==> config.mk <==
export PLATFORM = sky130hd
export DESIGN_NAME = emb_bus_ports
export DESIGN_NICKNAME = d
export VERILOG_FILES = /design/src/hdl/emb_pkg.sv /design/src/hdl/emb_quasi_drv.sv /design/src/hdl/emb_bus_ports.sv
export SDC_FILE = /design/constraint.sdc
export NUM_CORES = 1
export LEC_CHECK = 0
export BUFFER_PORTS_ARGS = -buffer_cell sky130_fd_sc_hd__buf_2
export CORE_ASPECT_RATIO = 1.4
export CORE_MARGIN = 2
export CORE_UTILIZATION = 52
export DETAILED_ROUTE_END_ITERATION = 7
export GPL_TIMING_DRIVEN = 0
export PLACE_DENSITY = 0.89
export SLEW_MARGIN = 30
export SYNTH_ARGS = -nofsm -noshare
export SYNTH_HDL_FRONTEND = slang
export SYNTH_HIERARCHICAL = 1
export SYNTH_SLANG_ARGS = --single-unit
==> constraint.sdc <==
create_clock -name core_clk -period 7.7 [get_ports core_clk]
set_input_delay 1.155 -clock core_clk [delete_from_list [all_inputs] [get_ports core_clk]]
set_output_delay 1.155 -clock core_clk [all_outputs]
set_load 0.1 [all_outputs]
==> src/hdl/emb_pkg.sv <==
// Constants and types shared by the external memory bus port logic
// Overview of operation
// - Low port general output is open drain
// - Low port multiplexes address and data, strongly
// - Other ports quasi-bidirectional with weak pullup
// - Upper port drives high address byte
// - Register-indirect moves keep upper latch contents
// - Reset held two machine cycles; pulldown
// - Reset forces all port pins immediately
// - Address latch strobe captures low address
// - Strobe steady rate, one skipped per move
// - Fetch strobe twice per cycle, two skipped; here at most once, no two fetch slots in a row
// - Strap low means all code external
// - Locked part holds strap sampled at reset
// - Strobe port bit 6 writes, bit 7 reads
// - 16K internal code, 64K external spaces
// - Aux bit suppresses strobe on fetches
package emb_pkg;
    // Timing: one bus slot is half a machine cycle
    localparam int unsigned OSC_CLKS_PER_MACHINE = 12;
    localparam int unsigned SLOT_CLKS = OSC_CLKS_PER_MACHINE / 2;
    localparam int unsigned RESET_HOLD_CLKS = 2 * OSC_CLKS_PER_MACHINE;
    localparam logic [2:0] PH_LAST = 3'h5;
    localparam logic [2:0] PH_ADDR_END = 3'h2;
    localparam logic [2:0] PH_FETCH_START = 3'h3;
    localparam logic [2:0] PH_STRB_START = 3'h1;
    localparam logic [2:0] PH_STRB_END = 3'h4;
    localparam logic [2:0] PH_SAMPLE = 3'h4;

    // Memory sizes
    localparam int unsigned INT_CODE_BYTES = 16384;
    localparam int unsigned EXT_CODE_BYTES = 65536;
    localparam int unsigned EXT_DATA_BYTES = 65536;
    localparam int unsigned INT_RAM_BYTES = 256;
    localparam logic [15:0] INT_CODE_LIMIT = 16'h4000;

    // Pin values after reset
    localparam logic [7:0] PORT_RESET = 8'hff;
    localparam logic STRAP_RESET = 1'h1;

    // Strobe positions on the strobe port
    localparam int unsigned WR_BIT = 6;
    localparam int unsigned RD_BIT = 7;

    // Bus slot kinds, Gray along idle -> fetch -> address -> strobe
    typedef enum logic [1:0]
    {
        SL_IDLE = 2'h0,
        SL_FETCH = 2'h1,
        SL_DADDR = 2'h3,
        SL_DSTRB = 2'h2
    } emb_slot_t;
endpackage

==> src/hdl/emb_quasi_drv.sv <==
// Quasi-bidirectional port driver with strong override
module emb_quasi_drv
(
    // Clock and reset
    input wire logic core_clk,
    input wire logic rstn_int,
    // Latch and override
    input wire logic [7:0] latch,
    input wire logic [7:0] ovr_en,
    input wire logic [7:0] ovr_val,
    // Pin drive
    output logic [7:0] pin_out,
    output logic [7:0] pin_oe
);
    import emb_pkg::*;

    // Weak pullup is left to the board; a one releases the pin
    wire [7:0] next_oe = ovr_en | ~latch;
    wire [7:0] next_out = ovr_en & ovr_val;

    // Released at once by reset, clock or not
    always_ff @(posedge core_clk or negedge rstn_int)
    begin
        if (!rstn_int)
        begin
            pin_oe <= ~PORT_RESET;
            pin_out <= 8'h00;
        end
        else
        begin
            pin_oe <= next_oe;
            pin_out <= next_out;
        end
    end
endmodule

==> src/hdl/emb_bus_ports.sv <==
// External memory bus sequencer and port pin drivers
module emb_bus_ports
(
    // Clock and reset
    input wire logic core_clk,
    input wire logic resetn,
    // Port latches from the core
    input wire logic [7:0] low_port_latch,
    input wire logic [7:0] upper_port_latch,
    input wire logic [7:0] gp_port_latch,
    input wire logic [7:0] strobe_port_latch,
    // Configuration
    input wire logic external_access_strap,
    input wire logic lock_programmed,
    input wire logic ale_suppress,
    // Code fetch request
    input wire logic fetch_req,
    input wire logic [15:0] fetch_addr,
    output logic fetch_external,
    output logic fetch_ack,
    output logic [7:0] fetch_data,
    // Data move request
    input wire logic data_req,
    input wire logic data_write,
    input wire logic data_pointer,
    input wire logic [15:0] data_addr,
    input wire logic [7:0] data_wdata,
    output logic data_ack,
    output logic [7:0] data_rdata,
    // Low port pins
    input wire logic [7:0] low_port_in,
    output logic [7:0] low_port_out,
    output logic [7:0] low_port_oe,
    // Upper, general and strobe port pins
    output logic [7:0] upper_port_out,
    output logic [7:0] upper_port_oe,
    output logic [7:0] gp_port_out,
    output logic [7:0] gp_port_oe,
    output logic [7:0] strobe_port_out,
    output logic [7:0] strobe_port_oe,
    // Bus strobes
    output logic address_latch_strobe,
    output logic program_fetch_strobe_n
);
    import emb_pkg::*;

    logic rst_q1;
    logic rstn_int;
    logic strap_hold;
    logic strap_taken;
    emb_slot_t slot;
    logic [2:0] ph;
    logic [15:0] cur_addr;
    logic [7:0] cur_wdata;
    logic cur_write;
    logic cur_ptr;
    emb_slot_t next_slot;
    logic ale_sup_q;
    logic [1:0] chk_live;

    // Reset assert is immediate, release is synchronised
    always_ff @(posedge core_clk or negedge resetn)
    begin
        if (!resetn)
        begin
            rst_q1 <= 1'h0;
            rstn_int <= 1'h0;
        end
        else
        begin
            rst_q1 <= 1'h1;
            rstn_int <= rst_q1;
        end
    end

    // Strap caught once after release; only used on locked parts
    always_ff @(posedge core_clk or negedge rstn_int)
    begin
        if (!rstn_int)
        begin
            strap_hold <= STRAP_RESET;
            strap_taken <= 1'h0;
        end
        else if (!strap_taken)
        begin
            strap_hold <= external_access_strap;
            strap_taken <= 1'h1;
        end
    end

    // Effective strap and external code decision
    wire strap_eff = lock_programmed ? strap_hold : external_access_strap;
    wire beyond_int = fetch_addr >= INT_CODE_LIMIT;
    assign fetch_external = !strap_eff || beyond_int;

    // Slot decode
    wire is_fetch = slot == SL_FETCH;
    wire is_daddr = slot == SL_DADDR;
    wire is_dstrb = slot == SL_DSTRB;
    wire is_data = is_daddr || is_dstrb;
    wire ph_last = ph == PH_LAST;

    // Combinational handshake; data registers are valid from phase 5
    assign fetch_ack = is_fetch && ph_last;
    assign data_ack = is_dstrb && ph_last;

    // Slot scheduling: a data move steals two slots from fetches
    always_comb
    begin
        next_slot = SL_IDLE;
        if (is_daddr)
            next_slot = SL_DSTRB;
        else if (data_req && !data_ack)
            next_slot = SL_DADDR;
        else if (fetch_req && !fetch_ack && fetch_external)
            next_slot = SL_FETCH;
    end

    // Phase counter, slot register, strobe suppression and check warm-up
    always_ff @(posedge core_clk or negedge rstn_int)
    begin
        if (!rstn_int)
        begin
            ph <= 3'h0;
            slot <= SL_IDLE;
            ale_sup_q <= 1'h0;
            chk_live <= 2'h0;
        end
        else
        begin
            ph <= ph_last ? 3'h0 : ph + 3'h1;
            slot <= ph_last ? next_slot : slot;
            // Taken at slot edges only, so a toggle never leaves a runt strobe
            ale_sup_q <= ph_last ? ale_suppress : ale_sup_q;
            chk_live <= {chk_live[0], 1'h1};
        end
    end

    // Request capture at the slot boundary
    always_ff @(posedge core_clk or negedge rstn_int)
    begin
        if (!rstn_int)
        begin
            cur_addr <= 16'h0000;
            cur_wdata <= 8'h00;
            cur_write <= 1'h0;
            cur_ptr <= 1'h0;
        end
        else if (ph_last && next_slot == SL_DADDR)
        begin
            cur_addr <= data_addr;
            cur_wdata <= data_wdata;
            cur_write <= data_write;
            cur_ptr <= data_pointer;
        end
        else if (ph_last && next_slot == SL_FETCH)
        begin
            cur_addr <= fetch_addr;
        end
    end

    // Returned bytes sampled a cycle before the acknowledge
    always_ff @(posedge core_clk or negedge rstn_int)
    begin
        if (!rstn_int)
        begin
            fetch_data <= 8'h00;
            data_rdata <= 8'h00;
        end
        else
        begin
            if (is_fetch && ph == PH_SAMPLE)
                fetch_data <= low_port_in;
            if (is_dstrb && !cur_write && ph == PH_SAMPLE)
                data_rdata <= low_port_in;
        end
    end

    // Strobe timing inside a slot
    wire addr_ph = ph < PH_ADDR_END;
    wire strb_ph = ph >= PH_STRB_START && ph <= PH_STRB_END;
    // Idle slots stand for internal fetches, so suppression covers them
    wire ale_c = addr_ph && !is_dstrb && !(ale_sup_q && !is_daddr);
    wire program_fetch_strobe_c = is_fetch && ph >= PH_FETCH_START;

    // Low port: bus multiplex in bus slots, open drain otherwise
    wire bus_mode = slot != SL_IDLE;
    wire drv_addr = (is_fetch || is_daddr) && addr_ph;
    wire drv_wdata = is_data && cur_write && !addr_ph;
    wire [7:0] bus_val = drv_addr ? cur_addr[7:0] : cur_wdata;
    wire [7:0] next_low_oe = bus_mode ? {8{drv_addr || drv_wdata}} : ~low_port_latch;
    wire [7:0] next_low_out = bus_mode ? bus_val : 8'h00;

    // Low port and bus strobe registers
    always_ff @(posedge core_clk or negedge rstn_int)
    begin
        if (!rstn_int)
        begin
            low_port_oe <= ~PORT_RESET;
            low_port_out <= 8'h00;
            address_latch_strobe <= 1'h0;
            program_fetch_strobe_n <= 1'h1;
        end
        else
        begin
            low_port_oe <= next_low_oe;
            low_port_out <= next_low_out;
            address_latch_strobe <= ale_c;
            program_fetch_strobe_n <= !program_fetch_strobe_c;
        end
    end

    // Override sets for the three quasi ports
    wire hi_drv = is_fetch || (is_data && cur_ptr);
    wire wr_c = is_dstrb && cur_write && strb_ph;
    wire rd_c = is_dstrb && !cur_write && strb_ph;
    wire [7:0] strb_en = {rd_c, wr_c, 6'h00};
    wire [2:0][7:0] q_latch = {strobe_port_latch, gp_port_latch, upper_port_latch};
    wire [2:0][7:0] q_en = {strb_en, 8'h00, {8{hi_drv}}};
    wire [2:0][7:0] q_val = {8'h00, 8'h00, cur_addr[15:8]};
    wire [2:0][7:0] q_out;
    wire [2:0][7:0] q_oe;

    // One driver per quasi port
    genvar gi;
    generate
        for (gi = 0; gi < 3; gi++)
        begin : g_quasi
            emb_quasi_drv u_drv
            (
                .core_clk(core_clk),
                .rstn_int(rstn_int),
                .latch(q_latch[gi]),
                .ovr_en(q_en[gi]),
                .ovr_val(q_val[gi]),
                .pin_out(q_out[gi]),
                .pin_oe(q_oe[gi])
            );
        end
    endgenerate

    // Pin fan-out
    assign upper_port_out = q_out[0];
    assign upper_port_oe = q_oe[0];
    assign gp_port_out = q_out[1];
    assign gp_port_oe = q_oe[1];
    assign strobe_port_out = q_out[2];
    assign strobe_port_oe = q_oe[2];
endmodule

==> reports/metrics.yaml, run 1 <==
sta:
  tightest_slew_ps: 611
  worst_clock_skew_ps: 6.74
  finalHoldViolations: 0
  timing.hold.ws_ps: 253
  slew_viol_final: 0
  period_needed_ps: 3250
  finalSetupTns_ps: 0
  fmax_mhz: 307
  slew_headroom_pct: 59.1
  setup_viol_count_final: 0
  rsz0062_at_grt: "no"
  setup_slack_ps: 4450
  period_share_pct: 42.3
cts:
  cts_made_buffers: 17
  clk_pin_slew_ps: 50
  postCtsSetupBuffers: 0
  cts_tree: "yes"
  htreeDepth: 4
  clkSinkCount: 118
  ctsHoldBuffers: 0
  cts_resized: 0
  ctsLongestPathBuffers: 2
  root_buffer: "clkbuf_16"
  worstSkewPairLatency_ps: 400
placement:
  post-place-cells: 655
  dp_hpwl_mm: 7.41
  post-place-ws_ps: 4480
  globalplace.congestion: 0.788
  place_area_sq_mm: 0.00559
  port_buffers: 173
critical_path:
  worstPathArrival_ps: 2100
  startpoint_type: "input port"
  worstSetupPathType: "input port to output pin"
  path_cells: "buf_2, mux2_4, nand2_1, buf_2"
  crit_required_ps: 6550
  cp-end-kind: "output pin"
  crit_slowest_cell: "buf_2"
  max_stage_delay_ps: 440
  cp_common_cell: "buf_2"
  critPathMaxFanout: 2
yosys:
  ys_warn_count: 6
  postSynthAreaPerCell_sq_um: 13.1
  yosysSeqAreaShare_pct: 67.3
  netlist_instances: 334
  syn_area_sq_mm: 0.00439
  ys_seq_elements: 118
  synth_cell_types: 32
drt:
  routed_wl_mm: 10.4
  drtAntennaViolNets: 0
  via_per_inst: 4.81
  drc: 0
  drt-pass1-iter-count: 4
  drtIter0Drc: 102
  vias: 3303
  wl_per_cell_um: 15.1
layout:
  nFillCells: 572
  fin_cells: 687
  antennaDiodeCount: 0
  nets: 662
  layout_commonest_cell: "buf_2"
  layout_common_cells: "176 x buf_2, 115 x dfrtp_1, 46 x conb_1"
  final_layout_size_suffix_gt1_share_pct: 43.4
  area.growth.synth_to_final_pct: 41.3
  fin_util_pct: 75.7
  stdcell_area_sq_mm: 0.00620
power_and_ir_drop:
  power.leakage_nw: 3.15
  vdd_drop_max_mv: 0.278
  p_total_mw: 2.34
  power_density_mw_per_mm2: 378
floorplan:
  pin_count: 174
  fp.dieW_um: 81.6
  rows: 39
  start_util_pct: 53.5
  core_sq_mm: 0.00820
  die_y_um: 113
  dieArea_sq_mm: 0.00920
global_route:
  grt_util_all_layers_pct: 24.4
  grt.overflow.total: 0
  grt_max_degree: 49
  grt_pass1_wl_mm: 16.5
  grt_pass1_vias: 3595
  antenna_found_initial: 0
outcome:
  status: "finished, final reports clean"
worst_hold_path:
  holdCritPathClass: "flip-flop to async pin"
job:
  cap_viol_max_count: 0
==> per-layer routing <==
layer  wire length, um  share of wire (%)  track usage [%]
met3               681                6.6             8.61
met5                 0                  0                0
met2              5670                 55             42.2
met4               318                3.1             13.4
met1              3710                 36             25.2
==> path summary, 6_finish.rpt <==
path                                      start  slack (ps)                     end  cells past startpoint
worst max-delay path            lock_programmed        4450          fetch_external                      4
worst min-delay path                   rstn_int         250            cur_addr[11]                      0
worst max register to register            ph[2]        6000             cur_addr[7]                      7
worst min register to register         rstn_int         250            cur_addr[11]                      0
max in group asynchronous              rstn_int        6830  program_fetch_strobe_n                      1
min in group core_clk                    rst_q1         360                rstn_int                      0
==> cells by family (layout without fill, tap and decap cells) <==
| family | Yosys count | after routing | synth area share (%) |
|---|---|---|---|
| adder cells (fa/ha/maj) | 1 | 1 | 0.285 |
| multiplexers | 31 | 31 | 8.04 |
| buffers and inverters | 14 | 221 | 2.17 |
| XOR/XNOR | 1 | 1 | 0.200 |
| AND/OR/NAND/NOR | 114 | 114 | 13.9 |
| other | 2 | 46 | 0.171 |
| flip-flops | 118 | 118 | 67.3 |
| AO/OA/AOI/OAI | 53 | 53 | 7.92 |
==> state kept, by name, summed over array words and instances, names as in the netlist <==
register and cells:
fetch_data 8, slot 2, ale_sup_q 1, program_fetch_strobe_n 1, rstn_int 1, strap_taken 1, address_latch_strobe 1, cur_ptr 1
data_rdata 8, g_quasi.u_drv/pin_oe 24, ph 3, strap_hold 1, cur_write 1, low_port_oe 8, g_quasi.u_drv/pin_out 24, low_port_out 8
cur_addr 16, rst_q1 1, cur_wdata 8
==> where the power goes <==
part	switching [mW]	internal, mW
Sequential	0.0488	0.728
Clock	0.256	0.541
Combinational	0.630	0.139
Total	0.935	1.41
==> worst max-delay path: cells and delay by family <==
kind / cells / cell delay [ps]
AND/OR/NAND/NOR: 1 / 80
buffers and inverters: 2 / 540
multiplexers: 1 / 310
==> Yosys cell counts <==
cell,number,area (sq um)
clkbuf_2,1,5.00
or2_2,1,6.26
and2_1,26,163
a21oi_1,24,120
nand2_1,23,86.3
nor3_1,1,5.00
a21oi_2,1,8.76
buf_1,1,3.75
dfstp_2,2,52.6
nor2_2,1,6.26
nor2_1,25,93.8
buf_6,4,45.0
mux2_2,30,338
inv_1,3,11.3
a211oi_4,1,20.0
buf_2,3,15.0
o2bb2ai_1,16,140
nand3_1,2,10.0
o31ai_1,1,7.51
xnor2_1,1,8.76
nor3b_2,1,12.5
conb_1,2,7.51
nand2b_1,28,175
ha_1,1,12.5
nor2b_1,4,25.0
dfrtp_1,116,2900
o21ai_0,9,45.0
and3_1,1,6.26
a31oi_1,1,6.26
mux2_4,1,15.0
nand3b_4,1,20.0
buf_4,2,15.0
==> final cells by class <==
class | count | area (sq um) | share of cell area [%]
Timing Repair Buffer | 175 | 906 | 14.6
Inverter | 3 | 11.3 | 0.182
Clock inverter | 8 | 120 | 1.94
Sequential cell | 118 | 2960 | 47.7
Buffer | 11 | 83.8 | 1.35
Clock buffer | 24 | 492 | 7.93
Multi-Input combinational cell | 246 | 1500 | 24.2
Tap cell | 102 | 128 | 2.06
(Power assumes the default switching activity.)
==> run 2: changes to the inputs <==
--- a/config.mk
+++ b/config.mk
@@ -8,10 +8,10 @@
 export BUFFER_PORTS_ARGS = -buffer_cell sky130_fd_sc_hd__buf_2
 export CORE_ASPECT_RATIO = 1.4
 export CORE_MARGIN = 2
-export CORE_UTILIZATION = 52
+export CORE_UTILIZATION = 49
 export DETAILED_ROUTE_END_ITERATION = 7
 export GPL_TIMING_DRIVEN = 0
-export PLACE_DENSITY = 0.89
+export PLACE_DENSITY = 0.85
 export SLEW_MARGIN = 30
 export SYNTH_ARGS = -nofsm -noshare
 export SYNTH_HDL_FRONTEND = slang
==> constraint.sdc (replaced) <==
create_clock -name core_clk -period 3 [get_ports core_clk]
set_input_delay 0.45 -clock core_clk [delete_from_list [all_inputs] [get_ports core_clk]]
set_output_delay 0.45 -clock core_clk [all_outputs]
set_load 0.1 [all_outputs]
==> reports/metrics.yaml, run 2 (same netlist as run 1, synthesis figures left out) <==
outcome:
  status: "finished, final reports clean"
drt:
  wl_per_cell_um: 14.4
  via_per_inst: 4.71
  vias: 3242
  routed_wl_mm: 9.90
  dr_wl_met3_um: 499
  drtAntennaViolNets: 0
  wl_met2_mm: 5.49
  highest_layer: "met4"
  drt-pass1-iter-count: 4
  drtIter0Drc: 180
  drc: 0
  m1WireLength_mm: 3.68
floorplan:
  fp.dieW_um: 84.0
  pin_count: 174
  core_sq_mm: 0.00866
  die_y_um: 116
  rows: 40
  dieArea_sq_mm: 0.00974
  start_util_pct: 50.7
global_route:
  grt_pass1_vias: 3340
  grt_util_all_layers_pct: 21.7
  grt_pass1_wl_mm: 15.8
  grt.overflow.total: 0
  antenna_found_initial: 0
  grt_max_degree: 44
sta:
  setup_viol_count_final: 0
  timing.hold.ws_ps: 208
  rsz0062_at_grt: "no"
  slew_viol_final: 0
  tightest_slew_ps: 668
  finalHoldViolations: 0
  worst_clock_skew_ps: 7.32
  period_share_pct: 71.2
  finalSetupTns_ps: 0
  fmax_mhz: 468
  slew_headroom_pct: 55.3
  period_needed_ps: 2140
critical_path:
  crit_slowest_cell: "buf_2"
  worstSetupPathType: "flip-flop to output pin"
  crit-reg2reg-capture: "data_rdata[6]"
  cp-end-kind: "output pin"
  crit_required_ps: 2550
  ff2ff_path_depth: 5
  max_stage_delay_ps: 440
  worstPathArrival_ps: 1690
  path_cells: "clkbuf_2, nand2b_1, nor2_1, buf_2"
  critPathMaxFanout: 10
  r2r_setup_slack_ps: 1270
  startpoint_type: "flip-flop"
  rr_startpoint: "slot[0]"
worst_hold_path:
  hold_end: "g_quasi[2].u_drv/pin_oe[3]"
  min_from: "strobe_port_latch[3]"
  holdCritPathClass: "input port to flip-flop"
  hold_depth: 2
cts:
  postCtsSetupBuffers: 0
  htreeDepth: 4
  ctsLongestPathBuffers: 2
  cts_made_buffers: 17
  clkSinkCount: 118
  root_buffer: "clkbuf_16"
  worstSkewPairLatency_ps: 400
  cts_tree: "yes"
  clk_pin_slew_ps: 50
layout:
  multi_input_area_sq_mm: 0.00150
  area.growth.synth_to_final_pct: 40.7
  nFillCells: 640
  final_layout_size_suffix_gt1_share_pct: 43.2
  antennaDiodeCount: 0
  nets: 663
  final-seq-area_sq_mm: 0.00296
  stdcell_area_sq_mm: 0.00617
  fin_util_pct: 71.3
  top_regs: "g_quasi.u_drv/pin_oe x24, g_quasi.u_drv/pin_out x24, cur_addr x16"
  layout_commonest_cell: "buf_2"
  layout_common_cells: "176 x buf_2, 115 x dfrtp_1, 46 x conb_1"
power_and_ir_drop:
  p_total_mw: 5.86
  p_int_mw: 3.50
  vdd_drop_max_mv: 0.658
  power_density_mw_per_mm2: 950
  power.leakage_nw: 3.15
  p_sw_share_pct: 40.3
  sequentialPowerShare_pct: 34.0
  comb_power_share_pct: 33.6
  clock_power_share_pct: 32.4
  netSwitchingPower_mw: 2.36
job:
  cap_viol_max_count: 0
placement:
  port_buffers: 173
  globalplace.congestion: 0.829
  place_area_sq_mm: 0.00560
  dp_hpwl_mm: 7.25
## run 2: cell count changes in the layout (fill, tap and decap cells not counted)
cell,change
clkbuf_8,+3
bufinv_16,-2
clkinvlp_4,-2
clkbuf_1,-1
clkinv_2,-1
dlygate4sd3_1,+1
## run 2: worst max-delay path by stage
stage                                  to             from
2_1_floorplan                   fetch_ack          slot[1]
5_1_grt                          data_ack          slot[0]
3_3_place_gp   g_quasi[0].u_drv/pin_oe[0]         rstn_int
4_1_cts                          data_ack          slot[0]
3_5_place_dp                 cur_addr[12]  lock_programmed
6_report                         data_ack          slot[0]
## run 2: power by group through the flow
| stage | combinational, mW | sequential, mW | clock [mW] |
|---|---|---|---|
| finish | 1.97 | 1.99 | 1.90 |
| global route | 2.04 | 2.02 | 2.02 |
| CTS | 1.98 | 1.99 | 1.94 |
| detailed placement | 1.98 | 2.02 | 0 |
| global placement | 1.92 | 2.02 | 0 |
| floorplan | 0.312 | 3.30 | 0 |
## run 2: through the flow
stage,worst slack [ps],instances
after floorplan,607,378
after global placement,490,656
after detailed placement,1070,658
after CTS,838,688
after global routing,736,688
final,865,688
## run 2: layout make-up
type / count / share of cell area (%)
Clock inverter: 3 / 0.648
Timing Repair Buffer: 176 / 14.8
Clock buffer: 26 / 8.57
Tap cell: 105 / 2.13
Sequential cell: 118 / 47.9
Inverter: 3 / 0.182
Multi-Input combinational cell: 246 / 24.4
Buffer: 11 / 1.36
## run 2: repair_timing
| item | in CTS | in global routing |
|---|---|---|
| hold endpoints to repair | 2 | 0 |
| hold buffers | 1 | 0 |
| resized for setup | 0 | 0 |
## run 2: worst max-delay path, delay by kind of cell (launching register included)
| family | cells | cell delay (ps) |
|---|---|---|
| buffers and inverters | 2 | 630 |
| DFF | 1 | 390 |
| and+or+nand+nor | 2 | 270 |
## run 2: metal layers
layer  up-vias  GRT usage, %
li1       1556             -
met1      1548          23.2
met4         0          11.4
met3        22          6.41
met2       116          38.7
met5         -             0
==> run 3: changes to the inputs <==
==> constraint.sdc (replaced) <==
create_clock -name core_clk -period 2.2 [get_ports core_clk]
set_input_delay 0.33 -clock core_clk [delete_from_list [all_inputs] [get_ports core_clk]]
set_output_delay 0.33 -clock core_clk [all_outputs]
set_load 0.1 [all_outputs]
==> reports/metrics.yaml, run 3 (same netlist as run 1, synthesis figures left out) <==
outcome:
  status: "finished, final reports clean"
global_route:
  antenna_found_initial: 0
  grt_pass1_wl_mm: 16.2
  grt_max_degree: 53
  grt.overflow.total: 0
  grt_util_all_layers_pct: 22.2
  grt_pass1_vias: 3431
sta:
  slew_viol_final: 0
  worst_clock_skew_ps: 5.80
  setup_slack_ps: 147
  finalSetupTns_ps: 0
  fmax_mhz: 487
  rsz0062_at_grt: "no"
  tightest_slew_ps: 604
  setup_viol_count_final: 0
  timing.hold.ws_ps: 76.5
  period_share_pct: 93.3
  period_needed_ps: 2050
  slew_headroom_pct: 59.6
  finalHoldViolations: 0
layout:
  layout_commonest_cell: "buf_2"
  top_regs: "g_quasi.u_drv/pin_oe x24, g_quasi.u_drv/pin_out x24, cur_addr x16"
  nets: 663
  fin_cells: 691
  antennaDiodeCount: 0
  final_layout_size_suffix_gt1_share_pct: 43.9
  nFillCells: 650
  area.growth.synth_to_final_pct: 42.2
  layout_common_cells: "176 x buf_2, 115 x dfrtp_1, 46 x conb_1"
drt:
  vias: 3278
  via_per_inst: 4.74
  drc: 0
  wl_per_cell_um: 14.8
  drt-pass1-iter-count: 4
  routed_wl_mm: 10.2
  drtAntennaViolNets: 0
  drtIter0Drc: 145
power_and_ir_drop:
  clock_power_share_pct: 34.7
  sequentialPowerShare_pct: 32.8
  p_total_mw: 8.28
  comb_power_share_pct: 32.6
  netSwitchingPower_mw: 3.28
  p_sw_share_pct: 39.5
  vdd_drop_max_mv: 0.955
  power.leakage_nw: 3.18
  p_int_mw: 5.01
  power_density_mw_per_mm2: 1330
critical_path:
  crit_required_ps: 1870
  critPathMaxFanout: 10
  worstSetupPathType: "flip-flop to output pin"
  startpoint_type: "flip-flop"
  worstPathArrival_ps: 1720
  max_stage_delay_ps: 430
  cp_common_cell: "buf_2"
  path_cells: "buf_2, nand2b_1, nor2_2, buf_2"
  crit_slowest_cell: "buf_2"
  cp-end-kind: "output pin"
floorplan:
  fp.dieW_um: 84.0
  core_sq_mm: 0.00866
  rows: 40
  dieArea_sq_mm: 0.00974
  pin_count: 174
  start_util_pct: 50.7
  die_y_um: 116
placement:
  dp_hpwl_mm: 7.38
  port_buffers: 173
  globalplace.congestion: 0.813
  post-place-ws_ps: 424
  post-place-cells: 658
cts:
  htreeDepth: 4
  ctsLongestPathBuffers: 2
  postCtsSetupBuffers: 0
  root_buffer: "clkbuf_16"
  clkSinkCount: 118
  cts_made_buffers: 17
  worstSkewPairLatency_ps: 410
  clk_pin_slew_ps: 50
  cts_tree: "yes"
job:
  cap_viol_max_count: 0
worst_hold_path:
  holdCritPathClass: "input port to flip-flop"
-- run 3: cell types whose count changed in the layout (fill, tap and decap cells not counted), sizes merged --
cell    previous run  this run
clkinv             2         6
bufinv             1         4
clkbuf            27        23
-- run 3: what timing repair did --
item | CTS | global route
endpoints found under the hold margin | 2 | 0
hold buffers | 1 | 0
gates resized for setup | 0 | 0
-- run 3: per-stage QoR --
stage,area [sq um],utilization (%)
floorplan,4560,-
global route,6240,72.1
finish,6240,72.1
CTS,6240,72.1
detailed placement,5610,64.8
global placement,5560,64.2
-- run 3: cell type report --
cell class / count / area, sq um / area share, %
sequential: 118 / 2960 / 47.4
multi-input combinational: 246 / 1510 / 24.2
timing repair buffer: 176 / 923 / 14.8
clock buffer: 22 / 474 / 7.60
clock inverter: 10 / 150 / 2.41
tap: 105 / 131 / 2.10
buffer: 11 / 83.8 / 1.34
inverter: 3 / 11.3 / 0.180
-- run 3: final timing paths --
kind	from	end	slack, ps	cells past startpoint
max in group asynchronous	rstn_int	program_fetch_strobe_n	1320	1
min in group asynchronous	resetn	rst_q1	230	2
max reg2reg	ph[2]	low_port_oe[2]	410	6
min	gp_port_latch[1]	g_quasi[1].u_drv/pin_oe[1]	80	2
min reg2reg	rstn_int	strap_taken	270	0
max	slot[1]	fetch_ack	150	4
-- run 3: per-layer routing --
| metal | routed length (um) | GRT usage, % | vias up |
|---|---|---|---|
| met2 | 5710 | 39.4 | 126 |
| li1 | - | - | 1547 |
| met5 | 0 | 0 | - |
| met1 | 3630 | 23.2 | 1581 |
| met4 | 241 | 11.2 | 0 |
| met3 | 667 | 7.98 | 24 |
-- run 3: critical path: cells and delay by family, from the launching register on --
family	cells	cell delay (ps)
buffers and inverters	2	620
DFF	1	400
and+or+nand+nor	2	290
-- run 3: power by group through the flow --
stage	clock [mW]	sequential [mW]	combinational, mW
global placement	0	2.75	2.62
floorplan	0	4.51	0.427
detailed placement	0	2.75	2.70
global route	3.05	2.75	2.79
CTS	2.92	2.72	2.71
finish	2.87	2.72	2.70
